`src/include/ccp_pkg.sv`:
```
// Package with constants and types of the counter compare PWM block.
//
// Functional notes
// - Event mode starts on first active edge
// - Event mode enabled by event_count_mode bit
// - Event input inverted when input_invert set
// - Debouncer on when debounce_disable clear, rate selectable
// - Counter equal compare value raises match_irq
// - No match_irq while compare_enable clear
// - Starting at compare value raises nothing
// - Every load clears compare_enable
// - Full width compare uses all ten bits
// - Route enable stops counter after match
// - Limited compare uses selected length bits
// - PWM held at start level while disabled
// - Route enable puts PWM on pin output; pin driven only while pb_dir set
// - PWM match always uses selected length
// - Upper compare bits set pulse count
// - Up mode: roll-over high, match low
// - Down mode: roll-over low, match high
// - Interrupt requests continue during PWM output
// - Roll-over at all ones up, zero down
// - Counter steps by one and wraps

package ccp_pkg;

	// ----------------------------------------------------------------
	// Register offsets.
	// ----------------------------------------------------------------
	localparam logic [7:0] ADDR_CTRL1 = 8'h00;
	localparam logic [7:0] ADDR_CTRL2 = 8'h04;
	localparam logic [7:0] ADDR_DATA  = 8'h08;
	localparam logic [7:0] ADDR_SYS   = 8'h0c;
	localparam logic [7:0] ADDR_PRESC = 8'h10;
	localparam logic [7:0] ADDR_PAOPT = 8'h14;
	localparam logic [7:0] ADDR_PB    = 8'h18;
	localparam logic [7:0] ADDR_STAT  = 8'h1c;

	// ----------------------------------------------------------------
	// Field positions.
	// ----------------------------------------------------------------
	localparam int B_UP    = 0;
	localparam int B_FSEL  = 1;
	localparam int B_LOAD  = 0;
	localparam int B_CEN   = 1;
	localparam int B_EVM   = 2;
	localparam int B_START = 3;
	localparam int B_LEN   = 10;
	localparam int B_FULL  = 1;
	localparam int B_ROUTE = 0;
	localparam int B_DRATE = 1;
	localparam int B_INV   = 0;
	localparam int B_DDIS  = 2;
	localparam int B_PBDAT = 0;
	localparam int B_PBDIR = 1;

	// ----------------------------------------------------------------
	// Values, reset values and counts.
	// ----------------------------------------------------------------
	localparam int         CNT_W     = 10;
	localparam logic [2:0] FSEL_PA0  = 3'h0;
	localparam logic [2:0] FSEL_PA3  = 3'h7;
	localparam logic [9:0] RST_CNT   = 10'h000;
	localparam logic [9:0] LEN_MASK [4] = '{10'h3ff, 10'h0ff, 10'h03f, 10'h00f};
	localparam int         DEB_SLOW_W = 8;
	localparam int         DEB_FAST_W = 5;

	// Counter start sequence states.
	typedef enum logic [2:0] {
		CS_IDLE = 3'b001,
		CS_ARM  = 3'b010,
		CS_RUN  = 3'b100
	} ccp_state_t;

endpackage

```
`src/include/ccp_evt_if.sv`:
```
// Interface between the core and the event input conditioner.
`timescale 1ns/1ps
interface ccp_evt_if;
	logic [1:0] pin;
	logic [1:0] invert;
	logic [1:0] deb_dis;
	logic       rate_sel;
	logic [1:0] rise;
	modport cond (input pin, invert, deb_dis, rate_sel, output rise);
	modport core (output pin, invert, deb_dis, rate_sel, input rise);
endinterface

```
`src/rtl/ccp_evt_cond.sv`:
```
// Event input synchroniser, debouncer, polarity select and edge detector.
`timescale 1ns/1ps
module ccp_evt_cond import ccp_pkg::*; (
	input wire logic sys_clk,
	input wire logic rst_n,
	ccp_evt_if.cond  ev
);
	logic [DEB_SLOW_W-1:0] div;
	logic [DEB_SLOW_W-1:0] next_div;
	logic                  samp;

	// ----------------------------------------------------------------
	// Sample rate divider.
	// ----------------------------------------------------------------
	// Slow rate samples every full wrap, fast rate on the low bits.
	always_comb begin
		next_div = div + DEB_SLOW_W'(1);
		samp     = ev.rate_sel ? (div == '1) : (div[DEB_FAST_W-1:0] == '1);
	end

	// Divider register.
	always_ff @(posedge sys_clk) begin
		if (!rst_n) begin
			div <= '0;
		end else begin
			div <= next_div;
		end
	end

	// ----------------------------------------------------------------
	// Per channel conditioning.
	// ----------------------------------------------------------------
	for (genvar i = 0; i < 2; i++) begin : g_ch
		logic s1, s2, deb, lvl, next_deb, next_lvl;

		// Debounced level holds the last sample; inversion follows.
		always_comb begin
			next_deb = samp ? s2 : deb;
			next_lvl = (ev.deb_dis[i] ? s2 : deb) ^ ev.invert[i];
		end

		// Two flop synchroniser and level registers.
		always_ff @(posedge sys_clk) begin
			if (!rst_n) begin
				s1  <= 1'b0;
				s2  <= 1'b0;
				deb <= 1'b0;
				lvl <= 1'b0;
			end else begin
				s1  <= ev.pin[i];
				s2  <= s1;
				deb <= next_deb;
				lvl <= next_lvl;
			end
		end

		// Rising edge of the conditioned level counts as an event.
		assign ev.rise[i] = next_lvl & ~lvl;
	end

endmodule // ccp_evt_cond

```
`src/rtl/ccp_top.sv`:
```
// Counter with compare, event counting and PWM output, on an APB slave.
`timescale 1ns/1ps
module ccp_top import ccp_pkg::*; (
	input  wire logic        sys_clk,
	input  wire logic        rst_n,
	input  wire logic        psel,
	input  wire logic        penable,
	input  wire logic        pwrite,
	input  wire logic [7:0]  paddr,
	input  wire logic [31:0] pwdata,
	output logic      [31:0] prdata,
	output logic             pready,
	output logic             pslverr,
	input  wire logic        event_input_zero,
	input  wire logic        event_input_three,
	input  wire logic        fastest_prescaler_tick,
	output logic             pwm_pin_o,
	output logic             pwm_pin_oe_n,
	output logic             match_irq,
	output logic             rollover_irq
);
	// ----------------------------------------------------------------
	// Declarations.
	// ----------------------------------------------------------------
	ccp_evt_if ev ();

	logic        up, next_up;
	logic [2:0]  fsel, next_fsel;
	logic [9:0]  cmpv, next_cmpv;
	logic [1:0]  len, next_len;
	logic        full, next_full;
	logic        route, next_route;
	logic        drate, next_drate;
	logic [1:0]  inv, next_inv;
	logic [1:0]  ddis, next_ddis;
	logic        pb_data, next_pb_data;
	logic        pb_dir, next_pb_dir;
	logic [31:0] next_prdata, rd_val;
	logic        next_pready, next_pslverr;

	ccp_state_t  state, next_state;
	logic [9:0]  count, next_count;
	logic        start, next_start;
	logic        evm, next_evm;
	logic        cen, next_cen;
	logic        pwm, next_pwm;
	logic        next_mirq, next_rirq, next_pin, next_oe_n;

	logic        hit, setup, wr, wr_c2, ld, flip, tick, step;
	logic [9:0]  mask, stepped;
	logic        roll, lm, fm;

	// ----------------------------------------------------------------
	// Event input conditioner.
	// ----------------------------------------------------------------
	assign ev.pin      = {event_input_three, event_input_zero};
	assign ev.invert   = inv;
	assign ev.deb_dis  = ddis;
	assign ev.rate_sel = drate;

	ccp_evt_cond u_cond (
		.sys_clk (sys_clk),
		.rst_n   (rst_n),
		.ev      (ev)
	);

	// ----------------------------------------------------------------
	// Decode and counting helpers.
	// ----------------------------------------------------------------
	// Write takes effect at the edge that ends the access phase.
	assign hit     = (paddr[1:0] == 2'b00) && (paddr <= ADDR_STAT);
	assign setup   = psel & ~penable;
	assign wr      = psel & penable & pready & pwrite & hit;
	assign wr_c2   = wr && (paddr == ADDR_CTRL2);
	assign ld      = wr_c2 && pwdata[B_LOAD];
	assign flip    = wr && (paddr == ADDR_CTRL1) && (pwdata[B_UP] != up);
	assign tick    = (fsel == FSEL_PA0) ? ev.rise[0] :
	                 (fsel == FSEL_PA3) ? ev.rise[1] : fastest_prescaler_tick;
	assign step    = (state == CS_RUN) && start && tick;
	assign mask    = LEN_MASK[len];
	assign stepped = up ? count + 10'h001 : count - 10'h001;
	assign roll    = (stepped & mask) == (up ? mask : 10'h000);
	assign lm      = (stepped & mask) == (cmpv & mask);
	assign fm      = full ? (stepped == cmpv) : lm;

	// ----------------------------------------------------------------
	// Read data multiplexer.
	// ----------------------------------------------------------------
	// Unused and reserved bits read as zero.
	always_comb begin
		rd_val = 32'h0000_0000;
		case (paddr)
		ADDR_CTRL1: rd_val[3:0] = {fsel, up};
		ADDR_CTRL2: rd_val[3:0] = {start, evm, cen, 1'b0};
		ADDR_DATA:  rd_val[11:0] = {len, count};
		ADDR_SYS:   rd_val[B_FULL] = full;
		ADDR_PRESC: rd_val[1:0] = {drate, route};
		ADDR_PAOPT: rd_val[3:0] = {ddis, inv};
		ADDR_PB:    rd_val[1:0] = {pb_dir, pb_data};
		ADDR_STAT:  rd_val[1:0] = {state == CS_RUN, pwm};
		default:    rd_val = 32'h0000_0000;
		endcase
	end

	// ----------------------------------------------------------------
	// Bus and configuration registers.
	// ----------------------------------------------------------------
	// Ready, read data and error are captured at the setup edge.
	always_comb begin
		next_pready  = setup;
		next_pslverr = setup & ~hit;
		next_prdata  = setup ? rd_val : prdata;
		next_up      = up;
		next_fsel    = fsel;
		next_cmpv    = cmpv;
		next_len     = len;
		next_full    = full;
		next_route   = route;
		next_drate   = drate;
		next_inv     = inv;
		next_ddis    = ddis;
		next_pb_data = pb_data;
		next_pb_dir  = pb_dir;
		if (wr) begin
			case (paddr)
			ADDR_CTRL1: begin
				next_up   = pwdata[B_UP];
				next_fsel = pwdata[B_FSEL+:3];
			end
			ADDR_DATA: begin
				next_cmpv = pwdata[CNT_W-1:0];
				next_len  = pwdata[B_LEN+:2];
			end
			ADDR_SYS:   next_full = pwdata[B_FULL];
			ADDR_PRESC: begin
				next_route = pwdata[B_ROUTE];
				next_drate = pwdata[B_DRATE];
			end
			ADDR_PAOPT: begin
				next_inv  = pwdata[B_INV+:2];
				next_ddis = pwdata[B_DDIS+:2];
			end
			ADDR_PB: begin
				next_pb_data = pwdata[B_PBDAT];
				next_pb_dir  = pwdata[B_PBDIR];
			end
			default: next_up = up;
			endcase
		end
	end

	// Registers of the bus group.
	always_ff @(posedge sys_clk) begin
		if (!rst_n) begin
			pready  <= 1'b0;
			pslverr <= 1'b0;
			prdata  <= 32'h0000_0000;
			up      <= 1'b0;
			fsel    <= FSEL_PA0;
			cmpv    <= RST_CNT;
			len     <= 2'h0;
			full    <= 1'b0;
			route   <= 1'b0;
			drate   <= 1'b0;
			inv     <= 2'h0;
			ddis    <= 2'h0;
			pb_data <= 1'b0;
			pb_dir  <= 1'b0;
		end else begin
			pready  <= next_pready;
			pslverr <= next_pslverr;
			prdata  <= next_prdata;
			up      <= next_up;
			fsel    <= next_fsel;
			cmpv    <= next_cmpv;
			len     <= next_len;
			full    <= next_full;
			route   <= next_route;
			drate   <= next_drate;
			inv     <= next_inv;
			ddis    <= next_ddis;
			pb_data <= next_pb_data;
			pb_dir  <= next_pb_dir;
		end
	end

	// ----------------------------------------------------------------
	// Counter, compare and PWM.
	// ----------------------------------------------------------------
	// Outside event mode the first counting edge only arms the counter,
	// so a clock caught mid-period never gives a short first step.
	always_comb begin
		next_state = state;
		next_count = count;
		next_start = start;
		next_evm   = evm;
		next_cen   = cen;
		next_pwm   = pwm;
		next_mirq  = 1'b0;
		next_rirq  = 1'b0;
		next_pin   = route ? pwm : pb_data;
		next_oe_n  = ~pb_dir;
		if (wr_c2) begin
			next_start = pwdata[B_START];
			next_evm   = pwdata[B_EVM];
			next_cen   = pwdata[B_CEN];
		end
		case (state)
		CS_IDLE: begin
			if (start) begin
				next_state = evm ? CS_RUN : CS_ARM;
			end
		end
		CS_ARM: begin
			if (!start) begin
				next_state = CS_IDLE;
			end else if (tick) begin
				next_state = CS_RUN;
			end
		end
		CS_RUN: begin
			if (!start) begin
				next_state = CS_IDLE;
			end
		end
		default: next_state = CS_IDLE;
		endcase
		// Matches are only judged on a new counter value, never at start.
		if (step) begin
			next_count = stepped;
			next_rirq  = roll;
			next_mirq  = cen & fm;
			if (cen) begin
				if (lm) begin
					next_pwm = ~up;
				end else if (roll) begin
					next_pwm = up;
				end
				if (fm && route) begin
					next_start = 1'b0;
				end
			end
		end
		if (!cen) begin
			next_pwm = ~up;
		end
		// Changing direction inverts the count; a load overrides all.
		if (flip) begin
			next_count = ~count;
		end
		if (ld) begin
			next_count = cmpv;
			next_cen   = 1'b0;
			if (cmpv == RST_CNT) begin
				next_start = 1'b0;
			end
		end
	end

	// Registers of the counter group.
	always_ff @(posedge sys_clk) begin
		if (!rst_n) begin
			state        <= CS_IDLE;
			count        <= RST_CNT;
			start        <= 1'b0;
			evm          <= 1'b0;
			cen          <= 1'b0;
			pwm          <= 1'b1;
			match_irq    <= 1'b0;
			rollover_irq <= 1'b0;
			pwm_pin_o    <= 1'b0;
			pwm_pin_oe_n <= 1'b1;
		end else begin
			state        <= next_state;
			count        <= next_count;
			start        <= next_start;
			evm          <= next_evm;
			cen          <= next_cen;
			pwm          <= next_pwm;
			match_irq    <= next_mirq;
			rollover_irq <= next_rirq;
			pwm_pin_o    <= next_pin;
			pwm_pin_oe_n <= next_oe_n;
		end
	end
endmodule // ccp_top

```
`config.mk`:
```
export PLATFORM = sky130hd
export DESIGN_NAME = ccp_top
export DESIGN_NICKNAME = d
export VERILOG_FILES = /design/src/include/ccp_pkg.sv /design/src/include/ccp_evt_if.sv /design/src/rtl/ccp_evt_cond.sv /design/src/rtl/ccp_top.sv
export SDC_FILE = /design/constraint.sdc
export NUM_CORES = 1
export LEC_CHECK = 0
export BUFFER_PORTS_ARGS = -buffer_cell sky130_fd_sc_hd__buf_2
export CELL_PAD_IN_SITES_DETAIL_PLACEMENT = 0
export CELL_PAD_IN_SITES_GLOBAL_PLACEMENT = 1
export CORE_MARGIN = 1.5
export CORE_UTILIZATION = 42
export DETAILED_ROUTE_END_ITERATION = 8
export PLACE_DENSITY_LB_ADDON = 0.3
export REMOVE_ABC_BUFFERS = 1
export SETUP_SLACK_MARGIN = 0.2
export SYNTH_ARGS = -nofsm -noshare
export SYNTH_HDL_FRONTEND = slang
export SYNTH_SLANG_ARGS = --single-unit
export TNS_END_PERCENT = 10
```
`constraint.sdc`:
```
create_clock -name sys_clk -period 4.1 [get_ports sys_clk]
set_clock_uncertainty 0.1 [all_clocks]
set_input_delay 1.23 -clock sys_clk [delete_from_list [all_inputs] [get_ports sys_clk]]
set_output_delay 1.23 -clock sys_clk [all_outputs]
set_load 0.02 [all_outputs]
```
== Yosys cells after proc, flatten, opt, wreduce, memory -nomap -nowiden ==
Index checks and enable logic that the tools add are counted.

* Register bits: 76
* Input bits: 48
* Output and inout bits: 38
* Logic and storage cells: 140

* $add $sub $neg: 3
* $lt $le $gt $ge: 2
* Equal/unequal tests: 22
* Muxes and demuxes: 35
* Bitwise gates (word level): 22
* Reduce and logical (&&, ||, !) cells: 23

{| class="wikitable"
|+ Operators with widths
! operator !! count
|-
| 2-to-1 mux 10 bit || 7
|-
| == test 8 x 5 -> 1 bit (second input constant) || 4
|-
| == test 10 bit || 3
|-
| AND 10 bit || 2
|-
| binary-select mux 10 bit (select 2 bit) || 1
|-
| 2-to-1 mux 1 bit || 17
|-
| == test 8 x 4 -> 1 bit (second input constant) || 2
|-
| AND reduction 2 bit || 8
|-
| 2-to-1 mux 3 bit || 5
|-
| adder 10 x 1 -> 10 bit (second input constant) || 1
|-
| zero test 10 bit || 1
|-
| NOT 10 bit || 1
|-
| subtractor 10 x 1 -> 10 bit (second input constant) || 1
|-
| AND 1 bit || 9
|-
| case mux 3 bit (3 select lines) || 1
|-
| adder 8 x 1 -> 8 bit (second input constant) || 1
|-
| == test 8 x 3 -> 1 bit (second input constant) || 1
|-
| == test 8 bit (second input constant) || 1
|-
| less-or-equal comparator 8 x 5 -> 1 bit (second input constant) || 1
|-
| logical AND 1 bit || 8
|-
| zero test 8 bit || 1
|-
| 2-to-1 mux 8 bit || 1
|-
| case mux 1 bit (8 select lines) || 1
|-
| case mux 2 bit (4 select lines) || 1
|-
| 19 further kinds || 28
|}

== Longest topological paths before layout ==
Gate-level depths: netlist (run 1).

* Depth after elaboration: 13
* Gate-level depth with buffers: 12
* Mapped depth without buffers: 11

== Hierarchy ==
A second synthesis (run 1) with hierarchy kept.

* Cells, all modules: 533
* Area total of the unflattened synthesis: 4515.6 sq um

{| class="wikitable"
|+ Modules (own cells, without submodules)
! module !! times used !! cells an instance !! area an instance (sq um) !! sequential area each (sq um)
|-
| ccp_top || 1 || 469 || 3898.7 || 1201.2
|-
| ccp_evt_cond || 1 || 64 || 616.8 || 320.3
|}

== Least setup slack after synthesis (run 1) ==
Ideal clock, no wire load.

* Path type: input -> register
* Start point: input port paddr[6]
* End point: register count[9]
* Setup time: 0.115 ns
* Data arrival time: 3.036 ns
* Required time: 3.885 ns
* Path slack: 0.849 ns
* Cell stages on the path: 8
* Path buffers: 1
* Cells stage by stage: or4_4 > or2_4 > nor4_4 > nand3_4 > buf_6 > a31oi_1 > nor2_1 > o21a_1

* Cells in the longest elaborated chain, start to end: 7
* Elaborated cells between the ends (all ways): 12
* Those cells by class: 1 x order compare; 1 x eq/ne; 2 x mux; 1 x bitwise; 7 x reduce/logical

{| class="wikitable"
|+ RTL lines
! item !! line !! RTL
|-
| start, declared || ccp_top.sv:9 || <nowiki>input wire logic [7:0] paddr,</nowiki>
|-
| less-or-equal comparator 8 x 5 -> 1 bit || ccp_top.sv:71 || <nowiki>assign hit = (paddr[1:0] == 2'b00) && (paddr <= ADDR_STAT);</nowiki>
|-
| logical AND 1 bit || ccp_top.sv:71 ||
|-
| AND 1 bit || ccp_top.sv:73 || <nowiki>assign wr = psel & penable & pready & pwrite & hit;</nowiki>
|-
| logical AND 1 bit (2 in a row) || ccp_top.sv:76 || <nowiki>assign flip = wr && (paddr == ADDR_CTRL1) && (pwdata[B_UP] != up);</nowiki>
|-
| 2-to-1 mux 10 bit || ccp_top.sv:248 || <nowiki>if (flip) begin</nowiki>
|-
| 2-to-1 mux 10 bit || ccp_top.sv:251 || <nowiki>if (ld) begin</nowiki>
|-
| end signal, assigned || ccp_top.sv:275 || <nowiki>count <= next_count;</nowiki>
|-
| end, declared || ccp_top.sv:42 || <nowiki>logic [9:0] count, next_count;</nowiki>
|}

Parallel ways exist; a longest one is shown, timed or not.
A chain may end at the register's enable or synchronous reset.

== Worst setup path in the final report (run 1) ==
* Start point: register up
* End point: register match_irq

* Cells in the longest elaborated chain, start to end: 5
* Elaborated cells between the ends (all ways): 6
* Those cells by class: 2 x eq/ne; 2 x mux; 2 x bitwise

{| class="wikitable"
|+ RTL lines
! item !! line !! RTL
|-
| start, declared || ccp_top.sv:27 || <nowiki>logic up, next_up;</nowiki>
|-
| start signal, assigned || ccp_top.sv:173 || <nowiki>up <= next_up;</nowiki>
|-
| 2-to-1 mux 10 bit * || ccp_top.sv:81 || <nowiki>assign stepped = up ? count + 10'h001 : count - 10'h001;</nowiki>
|-
| AND 10 bit || ccp_top.sv:83 || <nowiki>assign lm = (stepped & mask) == (cmpv & mask);</nowiki>
|-
| == test 10 bit || ccp_top.sv:83 ||
|-
| 2-to-1 mux 1 bit * || ccp_top.sv:84 || <nowiki>assign fm = full ? (stepped == cmpv) : lm;</nowiki>
|-
| AND 1 bit * || ccp_top.sv:232 || <nowiki>next_mirq = cen & fm;</nowiki>
|-
| end signal, assigned || ccp_top.sv:280 || <nowiki>match_irq <= next_mirq;</nowiki>
|-
| end, declared || ccp_top.sv:19 || <nowiki>output logic match_irq,</nowiki>
|}

Mark *: on every way between the ends. The rest lies on a longest branch, timed or not.

==> flow_summary.toml, run 1 <==
[timing]
fin_crit_sh_pct = 83.60
finalHoldViolCount = 0
setup_viol = 0
rsz0062_at_grt = "no"
slew_violations = 0
min_period_ns = 3.428
worst_pin_slew_ns = 0.8389
setup_tns_ns = 0
holdWs_ns = 0.3056
fmax_mhz = 291.8
relSlewSlack_pct = 43.77

[floorplanning]
start_util_pct = 43.47
die_width_um = 106.4
core_um2 = 10320
die_area_um2 = 11310
die_h_um = 106.4
pin_count = 86
num_rows = 37

[run]
cap_viol_max_count = 0

[global_route]
grt_first_pass_wirelength_um = 17410
grt_usage_pct = 19.66
overflow = 0
grt_pass1_vias = 3420
antenna_found_initial = 0
grt_max_degree = 53

[cts]
post_cts_buffers = 0
cts.sinks = 76
htreeDepth = 3
insertion_delay_ns = 0.36
cts_resized = 0
numCtsBuffers = 9
clkTransAtPathRegs_ns = 0.08
cts_buffer_depth = 2
cts_tree = "yes"
ctsRootBufferMaster = "clkbuf_8"
hold_buffers = 0

[final_layout]
layout_commonest_cell = "dfxtp_1"
final_layout_size_suffix_gt1_share_pct = 15.14
final_cell_mix = "76 x dfxtp_1, 48 x nand2_1, 45 x buf_2"
fin_area_um2 = 4940
finalNetCount = 609
synthToLayoutAreaGrowth_pct = 10.06
fin_cells = 691
antenna_cells = 0

[synthesis]
synthCells = 514
synth_edf_count = 0
yosysUniqueCellTypes = 68
avgSynthCellArea_um2 = 8.732
async_reset_ff_share_pct = 0
synth_warnings = 0
ys_ff_latch = 76
synth_area_um2 = 4488
ys.flop_type = "dfxtp_1"
seq_area_frac_synth_pct = 33.90

[worst_setup_path]
critPathSlowestCell = "ha_1"
worstPathRequired_ns = 4.29
crit_end = "match_irq"
end_kind = "flip-flop"
r2r_end = "match_irq"
crit_start = "up"
arrival_ns = 3.62
path_common_cell = "xnor2_1"
r2r_start = "up"
crit_type = "flip-flop to flip-flop"
crit_chain = "inv_1 > ha_1 > nand3_1 > o211a_1 > xnor2_1 > xnor2_1 > nand4b_1 > o22ai_1 > nand2_1 > o21ai_0 > and4_1"
cp-start-kind = "flip-flop"
crit_fanout = 13
r2r_cells = 11
r2r_setup_slack_ns = 0.67
slowest_delay_ns = 0.53

[placement]
routabilityCongestion = 0.8652
dpl-instance-area_um2 = 4741
dp_hpwl_um = 7742
io_buffer_count = 45
place_inst = 675

[route]
drtPass1Iterations = 4
wl_per_cell_um = 15.39
wirelength_um = 10630
drc = 0
ant_nets = 0
vias = 3687
drt_iter0_markers = 171
vias_per_cell = 5.336

[power]
power.density_nw_per_um2 = 287.3
ir_drop_mv = 0.1559
p_leak_uw = 0.002033
power_uw = 1419

[min_path]
hp-class = "flip-flop to flip-flop"

[outcome]
status = "complete, no violations"
## flip-flops by register name, summed over array words and instances (netlist names), 3 cells and up
name,flops
count,10
fsel,3
cmpv,10
u_cond.div,8
prdata,12
state,3
## report_power, final
group          leakage (µW)  total [µW]  internal (µW)  switching, µW
combinational       0.00133        79.8           28.2           51.6
sequential         0.000614         747            744           3.46
clock             0.0000935         592            287            305
total               0.00203        1420           1060            360
## how the worst min path moves through the flow
stage	startpoint	slack, ns	to	depth (start not counted)
5_1_grt	pb_dir	0.33	pwm_pin_oe_n	1
3_3_place_gp	pb_dir	0.28	pwm_pin_oe_n	1
6_report	pb_dir	0.31	pwm_pin_oe_n	1
2_1_floorplan	pb_dir	0.27	pwm_pin_oe_n	1
4_1_cts	pb_dir	0.31	pwm_pin_oe_n	1
3_5_place_dp	pb_dir	0.28	pwm_pin_oe_n	1
## cells by family (layout without fill, tap and decap cells)
kind of cell / count (synthesis) / after routing / synth area share [%]
other cells: 1 / 20 / 0.08356
fa+ha+maj: 11 / 11 / 3.234
buf+inv: 57 / 79 / 6.942
compound gates: 98 / 98 / 14.75
flops: 76 / 76 / 33.90
mux: 39 / 39 / 9.060
simple gates: 205 / 205 / 25.51
xor+xnor: 27 / 27 / 6.523
## Yosys cell counts, types with 7 or more instances
cell type   n  share of area [%]
dfxtp_1    76                 34
nand2_1    48                4.0
nor2b_1    36                5.0
mux2i_1    35                7.8
nand3_1    29                3.2
buf_4      20                3.3
o21ai_0    20                2.2
a21oi_1    19                2.1
and2_1     19                2.6
nor2_1     19                1.6
clkbuf_1   17                1.4
xnor2_1    12                2.3
xor2_1     11                2.1
ha_1       10                2.8
inv_1      10               0.84
a21boi_0    9                1.5
a31oi_1     8                1.1
nand2b_1    8                1.1
and3_1      7               0.98
## per-layer routing
metal / wire, µm / up-vias / part of all wire (%) / track usage (%)
met4: 267 / 0 / 2.5 / 8.398
met3: 374 / 22 / 3.5 / 3.250
met5: 0 / - / 0 / 0
met2: 5028 / 78 / 47 / 32.53
met1: 4962 / 1739 / 47 / 25.21
li1: - / 1848 / - / -
## critical path, delay by kind of cell, from the launching register on
family | cells | cell delay, ns
compound gates | 3 | 0.75
xor+xnor | 2 | 0.73
fa+ha+maj | 1 | 0.53
buf+inv | 1 | 0.24
flops | 1 | 0.33
simple gates | 4 | 0.69
## metrics by stage
stage	utilization [%]	setup WS (ns)
6_report	47.85	0.6724
3_5_place_dp	45.92	0.4574
4_1_cts	47.85	0.7088
3_3_place_gp	45.92	0.4829
5_1_grt	47.85	0.4375
2_1_floorplan	-	0.6262
## cell type report
type / instances / area [µm²]
repair buffers: 53 / 285.3
clock buffers: 10 / 127.6
clock inverters: 6 / 71.32
flip-flops and latches: 76 / 1521
well taps: 136 / 170.2
fillers: 1019 / 5384
multi-input cells: 400 / 2726
inverters: 10 / 37.54
No activity file was read; power rests on OpenSTA's default activity.
==> inputs of run 2 (changes only) <==
clock period = 3.55 ns   (was 4.1 ns; I/O delays follow)
==> run 2 against run 1 <==
Net effect: cell count is 2.0% higher; cell area is 4.1% higher; critical path depth stayed put; combinational power is 16% higher; maximum frequency is 5.0% higher; sequential cell count stayed put; wire length is 1.8% higher; die area stayed put; global-route usage is 0.17 points lower; largest power group unchanged; setup slack worse by 0.39 ns.
==> flow_summary.toml, run 2 (synthesis gave the netlist of run 1 again) <==
[worst_setup_path]
crit_fanout = 7
cp-start-kind = "flip-flop"
end_kind = "flip-flop"
worstPathRequired_ns = 3.68
crit_type = "flip-flop to flip-flop"
arrival_ns = 3.40

[final_layout]
final_layout_size_suffix_gt1_share_pct = 19.16
final_cell_mix = "75 x dfxtp_1, 48 x nand2_1, 45 x buf_2"
layout_commonest_cell = "dfxtp_1"
synthToLayoutAreaGrowth_pct = 14.52
top_register = "prdata"
fin_util_pct = 49.79
fin_cells = 705
reg.largest.list = "prdata x12, cmpv x10, count x10"
largest_reg_flops = 12
finalNetCount = 623
antenna_cells = 0

[global_route]
antenna_found_initial = 0
grt_usage_pct = 19.49
overflow = 0
grt_max_degree = 44
grt_pass1_vias = 3595
grt_first_pass_wirelength_um = 17560

[cts]
htreeDepth = 3
hold_buffers = 0
cts_buffer_depth = 2
cts.sinks = 76
insertion_delay_ns = 0.35
ctsRootBufferMaster = "clkbuf_8"
clkTransAtPathRegs_ns = 0.09
cts_tree = "yes"
numCtsBuffers = 9

[route]
vias = 3738
drtPass1Iterations = 4
drc = 0
vias_per_cell = 5.302
wirelength_um = 10830
drt_iter0_markers = 167
ant_nets = 0
wl_per_cell_um = 15.36

[floorplanning]
die_area_um2 = 11310
pin_count = 86
core_um2 = 10320
num_rows = 37
die_width_um = 106.4
start_util_pct = 43.47
die_h_um = 106.4

[timing]
min_period_ns = 3.266
setup_tns_ns = 0
finalHoldViolCount = 0
slew_violations = 0
fmax_mhz = 306.2
rsz0062_at_grt = "yes"
worst_pin_slew_ns = 0.6766
fin_crit_sh_pct = 92.00
relSlewSlack_pct = 54.65
setup_viol = 0
holdWs_ns = 0.2994

[power]
power_uw = 1719
power.density_nw_per_um2 = 334.5
p_leak_uw = 0.002116
ir_drop_mv = 0.2235

[min_path]
hp-class = "flip-flop to flip-flop"

[placement]
place_inst = 683
routabilityCongestion = 0.8486
dp_hpwl_um = 7880
io_buffer_count = 45

[outcome]
status = "complete, no violations"

[run]
cap_viol_max_count = 0
[run 2: cell types whose count changed in the layout (fill, tap and decap cells not counted), sizes merged]
cell,delta
bufinv,+1
inv,-1
clkinvlp,+2
buf,+13
clkinv,-1
[run 2: worst max-delay path, cell delays in order (launching register included)]
cell and delay, ns:
dfxtp_2 0.40, clkinvlp_4 0.20, ha_2 0.41, a211oi_1 0.34
nor2_1 0.10, a311oi_2 0.36, xnor3_1 0.28, a221oi_2 0.40
nand3_1 0.13, o2111ai_1 0.19, o311a_1 0.18, o21ai_1 0.06
[run 2: metal layers]
layer / share of wire, % / GRT usage (%) / wire (µm) / up-vias
met5: 0 / 0 / 0 / -
met4: 1.6 / 6.660 / 170 / 0
met3: 3.1 / 3.740 / 339 / 14
met2: 48 / 32.72 / 5199 / 77
met1: 47 / 24.92 / 5116 / 1769
li1: - / - / - / 1878
[run 2: worst paths after layout]
kind / slack [ns] / endpoint / from / cells after the start
max: 0.28 / pwm / up / 11
min: 0.30 / pwm_pin_oe_n / pb_dir / 1
max reg2reg: 0.28 / pwm / up / 11
min reg2reg: 0.30 / pwm_pin_oe_n / pb_dir / 1
[run 2: cell type report]
cell class,count,area (µm²)
clock buffers,10,137.6
clock inverters,6,95.09
fillers,1016,5184
inverters,10,41.29
multi-input cells,400,2783
flip-flops and latches,76,1523
well taps,136,170.2
repair buffers,66,382.9
repair inverters,1,7.507
[run 2: report_power, final]
part	switching (µW)	leakage (µW)	internal (µW)
clock	341	0.000111	422
combinational	59.5	0.00139	33.4
sequential	3.98	0.000615	859
total	405	0.00212	1310
[run 2: metrics by stage]
stage               cell area [µm²]  setup WS [ns]
floorplan                      4285         0.2412
global placement               4801         0.2325
finish                         5140         0.2841
global route                   5140         0.1393
detailed placement             4801         0.2233
CTS                            5034         0.2118
[run 2: timing repair]
item | in CTS | in global routing
setup endpoints to repair | 0 | 3
resized for setup | 0 | 13
setup buffers | 0 | 5
